### src/arp_regs.vh
`ifndef ARP_REGS_VH
`define ARP_REGS_VH

// register indices; byte address is four times the index
`define ARP_IDX_S1_LO      32'hFFFFF302
`define ARP_IDX_S1_HI      32'hFFFFF303
`define ARP_IDX_S2_LO      32'hFFFFF304
`define ARP_IDX_S2_HI      32'hFFFFF305
`define ARP_IDX_S3_LO      32'hFFFFF306
`define ARP_IDX_S3_HI      32'hFFFFF307
`define ARP_IDX_S4_LO      32'hFFFFF308
`define ARP_IDX_S4_HI      32'hFFFFF309
`define ARP_IDX_IRQ_STAT   32'hFFFFF340
`define ARP_IDX_IRQ_MASK   32'hFFFFF341

// slot geometry
`define ARP_SLOTS          4
`define ARP_SLOT_W         2
`define ARP_RES_W          10
`define ARP_IDX_STRIDE     32'h00000002

// lower byte layout
`define ARP_LO_RES_MSB     7
`define ARP_LO_RES_LSB     6
`define ARP_LO_FILL        4'hF
`define ARP_LO_OVR_BIT     1
`define ARP_LO_STORED_BIT  0

// upper byte carries result bits 9..2
`define ARP_HI_RES_MSB     9
`define ARP_HI_RES_LSB     2

// interrupt status / mask layout
`define ARP_STAT_W         8
`define ARP_STAT_STORED_LSB 0
`define ARP_STAT_OVR_LSB   4
`define ARP_STAT_RESET     8'h00
`define ARP_MASK_RESET     8'h00
`define ARP_RES_RESET      10'h000
`define ARP_DATA_ZERO      32'h00000000

`endif

### src/arp_slot.v
`timescale 1ns/1ns
`include "arp_regs.vh"

module arp_slot
(
   // clock and reset
   input  wire                    clk,
   input  wire                    rst_sync_b,
   // sequencer side
   input  wire                    store,
   input  wire [`ARP_RES_W-1:0]   result_in,
   // processor side
   input  wire                    rd_clear,
   // state
   output reg  [`ARP_RES_W-1:0]   result_q,
   output reg                     stored,
   output reg                     overrun,
   output wire                    overrun_evt
);

   wire next_stored;
   wire next_overrun;

   // new value lands while previous one is still unread
   assign overrun_evt  = store & stored;                          // [RULE_10]
   // set wins over the read clear so a result arriving with the read stays flagged
   assign next_stored  = store | (stored & ~rd_clear);            // [RULE_05] [RULE_06]
   assign next_overrun = overrun_evt | (overrun & ~rd_clear);     // [RULE_04] [RULE_10]

   always @(posedge clk or negedge rst_sync_b)
   begin
      if (!rst_sync_b)
      begin
         result_q <= `ARP_RES_RESET;
         stored   <= 1'b0;
         overrun  <= 1'b0;
      end
      else
      begin
         if (store)
         begin
            result_q <= result_in;                                // [RULE_01] [RULE_02]
         end
         stored  <= next_stored;
         overrun <= next_overrun;
      end
   end

endmodule // arp_slot

### src/arp_result_regs.v
// What this block does
// RULE_01 - upper byte returns result bits 9..2; content undefined before first store
// RULE_02 - lower byte bits 7,6 return result bits 1,0; undefined after reset
// RULE_03 - lower byte bits 5..2 always read as ones
// RULE_04 - lower byte bit 1 is the overrun flag, zero after reset
// RULE_05 - lower byte bit 0 is stored flag, set by each new result
// RULE_06 - reading the lower byte clears stored flag; upper read leaves it
// RULE_07 - same flag layout in every slot, stored flag at bit 0
// RULE_08 - slot 1 low then high, slot 2 follows in same order
// RULE_09 - slots 3 and 4 continue the same consecutive low-then-high layout
// RULE_10 - overrun set when storing over unread result; cleared by lower read
// RULE_11 - result registers are read-only; writes change nothing
`timescale 1ns/1ns
`include "arp_regs.vh"

module arp_result_regs
#(
   parameter ADDR_W = 12
)
(
   // clock and reset
   input  wire                    clk,
   input  wire                    rst_b,
   // apb slave
   input  wire                    psel,
   input  wire                    penable,
   input  wire                    pwrite,
   input  wire [ADDR_W-1:0]       paddr,
   input  wire [31:0]             pwdata,
   input  wire [3:0]              pstrb,
   output reg  [31:0]             prdata,
   output wire                    pready,
   output wire                    pslverr,
   // conversion sequencer
   input  wire                    conv_store,
   input  wire [`ARP_SLOT_W-1:0]  conv_slot,
   input  wire [`ARP_RES_W-1:0]   conv_result,
   // interrupt
   output wire                    irq
);

   localparam IW = ADDR_W - 2;

   // reset release
   reg                            rst_meta_b;
   reg                            rst_sync_b;

   // bus phase
   wire                           setup_ph;
   wire                           access_ph;
   wire [IW-1:0]                  word_idx;

   // decode
   reg  [`ARP_SLOTS-1:0]          hit_low;
   reg  [`ARP_SLOTS-1:0]          hit_high;
   reg                            hit_stat;
   reg                            hit_mask;
   reg                            mapped;
   reg  [31:0]                    next_rdata;
   reg                            err_q;

   // slots
   wire [`ARP_SLOTS-1:0]          slot_store;
   wire [`ARP_SLOTS-1:0]          slot_rd_clear;
   wire [`ARP_SLOTS-1:0]          slot_stored;
   wire [`ARP_SLOTS-1:0]          slot_overrun;
   wire [`ARP_SLOTS-1:0]          slot_ovr_evt;
   wire [`ARP_SLOTS*`ARP_RES_W-1:0] slot_result;

   // interrupt state
   reg  [`ARP_STAT_W-1:0]         irq_status;
   reg  [`ARP_STAT_W-1:0]         irq_mask;
   wire [`ARP_STAT_W-1:0]         stat_set;
   wire [`ARP_STAT_W-1:0]         stat_clr;
   wire [`ARP_STAT_W-1:0]         next_status;
   wire                           wr_stat;
   wire                           wr_mask;

   integer                        k;

   // true when the word index matches a printed register index
   function idx_is;
      input [IW-1:0] a;
      input [31:0]   i;
      begin
         idx_is = (a == i[IW-1:0]);
      end
   endfunction

   // lower byte image, shared by all slots
   function [7:0] low_byte;
      input [`ARP_RES_W-1:0] res;
      input                  ovr;
      input                  stored;
      begin
         low_byte = {res[1:0], `ARP_LO_FILL, ovr, stored};   // [RULE_02] [RULE_03] [RULE_07]
      end
   endfunction

   // upper byte image
   function [7:0] high_byte;
      input [`ARP_RES_W-1:0] res;
      begin
         high_byte = res[`ARP_HI_RES_MSB:`ARP_HI_RES_LSB];     // [RULE_01]
      end
   endfunction

   // two-flop reset release; assertion stays asynchronous
   always @(posedge clk or negedge rst_b)
   begin
      if (!rst_b)
      begin
         rst_meta_b <= 1'b0;
         rst_sync_b <= 1'b0;
      end
      else
      begin
         rst_meta_b <= 1'b1;
         rst_sync_b <= rst_meta_b;
      end
   end

   assign setup_ph  = psel & ~penable;
   assign access_ph = psel & penable;
   assign word_idx  = paddr[ADDR_W-1:2];

   // zero wait state: data and error were settled during setup
   assign pready  = access_ph;
   assign pslverr = access_ph & err_q;

   // address decode and read image
   always @*
   begin
      hit_low    = {`ARP_SLOTS{1'b0}};
      hit_high   = {`ARP_SLOTS{1'b0}};
      hit_stat   = idx_is(word_idx, `ARP_IDX_IRQ_STAT);
      hit_mask   = idx_is(word_idx, `ARP_IDX_IRQ_MASK);
      next_rdata = `ARP_DATA_ZERO;
      for (k = 0; k < `ARP_SLOTS; k = k + 1)
      begin
         // consecutive pairs, low byte first        [RULE_08] [RULE_09]
         hit_low[k]  = idx_is(word_idx, `ARP_IDX_S1_LO + `ARP_IDX_STRIDE * k);
         hit_high[k] = idx_is(word_idx, `ARP_IDX_S1_HI + `ARP_IDX_STRIDE * k);
      end
      mapped = (|hit_low) | (|hit_high) | hit_stat | hit_mask;
      for (k = 0; k < `ARP_SLOTS; k = k + 1)
      begin
         if (hit_low[k])
         begin
            next_rdata[7:0] = low_byte(slot_result[k*`ARP_RES_W +: `ARP_RES_W],
                                       slot_overrun[k], slot_stored[k]);
         end
         if (hit_high[k])
         begin
            next_rdata[7:0] = high_byte(slot_result[k*`ARP_RES_W +: `ARP_RES_W]);
         end
      end
      if (hit_stat)
      begin
         next_rdata[`ARP_STAT_W-1:0] = irq_status;
      end
      if (hit_mask)
      begin
         next_rdata[`ARP_STAT_W-1:0] = irq_mask;
      end
   end

   // read data captured at end of setup, so the flags seen match the clear
   always @(posedge clk or negedge rst_sync_b)
   begin
      if (!rst_sync_b)
      begin
         prdata <= `ARP_DATA_ZERO;
         err_q  <= 1'b0;
      end
      else if (setup_ph)
      begin
         err_q <= ~mapped;
         if (!pwrite)
         begin
            prdata <= next_rdata;
         end
         else
         begin
            prdata <= `ARP_DATA_ZERO;
         end
      end
   end

   // per-slot strobes; writes never reach the slots           [RULE_11]
   genvar g;
   generate
      for (g = 0; g < `ARP_SLOTS; g = g + 1)
      begin : slot_gen
         // slot number sized to the select lines, so the compare has equal widths
         localparam [`ARP_SLOT_W-1:0] SLOT_ID = g;

         assign slot_store[g]    = conv_store & (conv_slot == SLOT_ID);
         // only the lower byte read clears; upper read is side-effect free
         assign slot_rd_clear[g] = setup_ph & ~pwrite & hit_low[g];   // [RULE_06] [RULE_10]

         arp_slot arp_slot_inst
         (
            .clk         (clk),
            .rst_sync_b  (rst_sync_b),
            .store       (slot_store[g]),
            .result_in   (conv_result),
            .rd_clear    (slot_rd_clear[g]),
            .result_q    (slot_result[g*`ARP_RES_W +: `ARP_RES_W]),
            .stored      (slot_stored[g]),
            .overrun     (slot_overrun[g]),
            .overrun_evt (slot_ovr_evt[g])
         );
      end
   endgenerate

   // interrupt: sticky status, write one to clear, set wins
   assign wr_stat  = access_ph & pwrite & hit_stat & pstrb[0];
   assign wr_mask  = access_ph & pwrite & hit_mask & pstrb[0];
   assign stat_set = {slot_ovr_evt, slot_store};
   assign stat_clr = wr_stat ? pwdata[`ARP_STAT_W-1:0] : {`ARP_STAT_W{1'b0}};
   assign next_status = stat_set | (irq_status & ~stat_clr);

   always @(posedge clk or negedge rst_sync_b)
   begin
      if (!rst_sync_b)
      begin
         irq_status <= `ARP_STAT_RESET;
         irq_mask   <= `ARP_MASK_RESET;
      end
      else
      begin
         irq_status <= next_status;
         if (wr_mask)
         begin
            irq_mask <= pwdata[`ARP_STAT_W-1:0];
         end
      end
   end

   assign irq = |(irq_status & irq_mask);

endmodule // arp_result_regs

### config.mk
export PLATFORM = sky130hd
export DESIGN_NAME = arp_result_regs
export DESIGN_NICKNAME = d
export VERILOG_FILES = /design/src/arp_slot.v /design/src/arp_result_regs.v
export VERILOG_INCLUDE_DIRS = /design/src /design/src/src
export SDC_FILE = /design/constraint.sdc
export NUM_CORES = 1
export LEC_CHECK = 0
export ABC_CLOCK_PERIOD_IN_PS = 2450
export BUFFER_PORTS_ARGS = -buffer_cell sky130_fd_sc_hd__buf_2
export CORE_ASPECT_RATIO = 0.9
export CORE_UTILIZATION = 53
export CTS_BUF_LIST = sky130_fd_sc_hd__clkbuf_8 sky130_fd_sc_hd__clkbuf_16
export DETAILED_ROUTE_END_ITERATION = 16
export GPL_TIMING_DRIVEN = 0
export PLACE_DENSITY = 0.8
export REMOVE_ABC_BUFFERS = 1
export SYNTH_ARGS = -nofsm -noshare
export SYNTH_HDL_FRONTEND = slang
export SYNTH_SLANG_ARGS = --single-unit
### constraint.sdc
create_clock -name clk -period 2.45 [get_ports clk]
set_input_delay 0.1225 -clock clk [delete_from_list [all_inputs] [get_ports clk]]
set_output_delay 0.1225 -clock clk [all_outputs]
set_load 0.02 [all_outputs]
==> impl_results.md <==
* Clk pwr share at 0.413
* Vias in the first global route at 2,921
* Critical Path Fanout Max at 23
* Routed Antenna Nets at 0
* Max Freq at 508.3 MHz
* Worst clock skew at 0.01119 ns
* Avg Cell Area, Syn at 10.30 µm²
* Initial antenna violation count at 0
* Max Buffers Root-to-Sink at 2
* Slew margin rel. at 0.1545
* Largest net degree at the start of global routing at 74
* First-pass DRT Iterations at 4
* Postcts setup bufs at 0
* I/O Buffers at 47
* Internal Pwr Total at 2.355 mW
* Leakage power at 2.121 nW
* Grt total ovfl at 0
* CTS tree: built
* Tightest Hold Check Type: in2reg
* Share of layout cells above drive strength 1 at 0.2356
* Clock sinks at 75
* Post-synth ARST share at 1.000
* Count of state elements after synthesis at 75
* Critical Path RT at 2.71 ns
* Crit path kind: in2reg
* Die ar. at 0.007733 mm²
* Final setup vio count at 0
* Final worst path period share at 0.8030
* Yosys cell types at 49
* Via count at 3,061
* DRT iter0 DRCs at 300
* Sequential share of power at 0.467
* Die X at 92.58 µm
* Mapped Area at 0.003914 mm²
* Hold Vio Cnt, Final at 0
* Clock latency on the worst-skew pair at 0.35 ns
* Max incr delay on CP at 0.96 ns
* Antenna cells at 0
* Sw Ratio at 0.2389
* Post-synthesis sequential area ratio at 0.4795
* GRT Total Usage at 0.2510
* CP Cell Sequence: buf_2, or4b_4, nor4_1, a22oi_1, o31ai_1
* Nets at 494
* Logic pwr share at 0.120
* EDFF count, synth at 0
* Unrepaired setup endpoints after global routing: false
* Worst-Margin Slew at 1.264 ns
* Status: finished, final reports clean
* DR WL/cell at 17.12 µm
* Clk slew on worst S/H paths at 0.07 ns
* Startpoint Class: input pin
* DIE HEIGHT at 83.53 µm
* Vias per cell at 5.819
* Initial Utilization at 0.5503
* DP HPWL at 6134 µm
* Number of warnings printed during yosys synthesis at 0
* Cts repair resizes at 0
* Num CTS Buffers at 9
* Synth Flop Type: dfrtp_1
* Crit end category: register
* PwrDens at 689.3 mW/mm²
* DRC Markers at 0
* Peak supply drop at 0.0005105 V
* Post-layout util at 0.6312
* Fin crit period at 1.967 ns
* MaxCap Viol Count at 0
* IO Pins at 101
* GP Congestion at 0.8449
* Setup TNS Final at 0 ns
* Root buf cell: clkbuf_8
* Slew Viols, Final at 0
* Row Count at 29
* First-pass GRT wire length at 14,810 µm
* Net Sw Power at 739.3 µW
* Critical path data arrival time at 2.23 ns
* P&R area growth vs syn at 14.71%
* H-tree depth at 3
* Hold-fix buffers, CTS at 10
* Crit-path slowest cell: nor4_1
* WL final at 9005 µm
* Post-Syn Instances at 380
* Core area at 0.007112 mm²
[logic make-up after synthesis]
family	synth area share
buffers and inverters	0.06681
AOI/OAI and AO/OA	0.1208
and+or+nand+nor	0.1915
xor gates and xnor gates	0.002238
muxes	0.1371
DFF	0.4795
other	0.001919
[cells in the final DEF (no fill, tap or decap), types with 3 or more instances in the layout]
cell type,synthesis,routed
a21o_1,8,8
a21oi_1,7,7
a221oi_1,4,4
a22o_1,9,9
a22oi_1,12,12
a2bb2oi_1,4,4
and3_1,3,3
buf_2,2,47
bufinv_16,0,4
clkbuf_8,0,11
conb_1,2,25
dfrtp_1,75,74
dlygate4sd3_1,0,10
mux2_2,21,21
mux2_4,8,8
mux2i_1,18,18
nand2_1,74,74
nand2b_1,6,6
nand3_1,3,3
nand3b_1,9,9
nand4_1,10,10
nor2_1,17,17
nor2b_1,3,3
o21ai_0,7,7
o2bb2ai_1,3,3
o31ai_1,4,4
[layer usage]
metal / global-route usage / share of wire
met3: 0.05920 / 0.070
met5: 0 / 0
met1: 0.3492 / 0.44
met4: 0.1037 / 0.025
met2: 0.3771 / 0.46
[Yosys cell counts, types with 2 or more instances]
library cell,instances,area [µm²]
dfrtp_1,75,1877
nand2_1,74,277.8
buf_4,24,180.2
mux2_2,21,236.5
mux2i_1,18,180.2
nor2_1,17,63.81
clkbuf_1,14,52.55
a22oi_1,12,90.09
nand4_1,10,62.56
a22o_1,9,78.83
nand3b_1,9,67.56
a21o_1,8,60.06
mux2_4,8,120.1
a21oi_1,7,35.03
o21ai_0,7,35.03
nand2b_1,6,37.54
a221oi_1,4,35.03
a2bb2oi_1,4,35.03
buf_1,4,15.01
o31ai_1,4,30.03
and3_1,3,18.77
nand3_1,3,15.01
nor2b_1,3,18.77
nor3b_1,3,22.52
o2bb2ai_1,3,26.28
buf_2,2,10.01
conb_1,2,7.510
nor3_1,2,10.01
nor4_1,2,12.51
or2_2,2,12.51
or4b_2,2,20.02
[critical path: cells and delay by family]
family	cells	cell delay (ns)
compound gates	2	0.31
buf+inv	1	0.24
simple gates	2	1.54
[per-stage QoR]
stage | hold slack [ns] | total power [mW] | area [µm²] | setup WS [ns] | cells
CTS | 0.001603 | 3.120 | 4489 | 0.5544 | 526
detailed placement | -0.08938 | 1.824 | 4114 | 0.1746 | 500
global route | 0.005551 | 3.233 | 4489 | 0.3292 | 526
finish | 0.01414 | 3.094 | 4489 | 0.4825 | 526
global placement | -0.09214 | 1.804 | 4094 | -0.5224 | 499
floorplan | -0.1731 | 1.681 | 3742 | 0.2067 | 359
[registers in the layout, summed over array words and instances, names as in the netlist]
register	flops
err_q	1
irq_mask	8
irq_status	8
prdata	8
rst_meta_b	1
rst_sync_b	1
slot_gen.arp_slot_inst.overrun	4
slot_gen.arp_slot_inst.result_q	40
slot_gen.arp_slot_inst.stored	4
[final timing paths]
path,startpoint,to,slack (ns),cells after the start
hold / removal,conv_result[6],slot_gen[1].arp_slot_inst.result_q[6]$_DFFE_PN0P_,0.01,3
setup reg to reg,slot_gen[3].arp_slot_inst.stored$_DFF_PN0_,prdata[0]$_DFFE_PN0P_,1.02,4
min in group asynchronous,rst_b,rst_sync_b$_DFF_PN0_,0.08,2
hold reg to reg,rst_meta_b$_DFF_PN0_,rst_sync_b$_DFF_PN0_,0.36,0
setup / recovery,paddr[3],prdata[5]$_DFFE_PN0P_,0.48,5
max in group asynchronous,rst_sync_b$_DFF_PN0_,slot_gen[3].arp_slot_inst.stored$_DFF_PN0_,1.36,0
[power groups by stage]
stage,Combinational [mW],Clock (mW),Sequential [mW]
after floorplan,0.240,0,1.44
final,0.372,1.28,1.44
after CTS,0.371,1.31,1.44
after global placement,0.345,0,1.46
after global routing,0.412,1.36,1.46
after detailed placement,0.356,0,1.47
[area by class of cell]
| class | instances | area (µm²) |
|---|---|---|
| clock buffer | 11 | 151.4 |
| clock inverter | 5 | 123.9 |
| fill | 594 | 2623 |
| inverter | 1 | 3.754 |
| multi-input combinational | 283 | 1867 |
| sequential | 75 | 1881 |
| tap | 93 | 116.4 |
| timing repair buffer | 58 | 346.6 |
No activity file was read; power rests on OpenSTA's default activity.
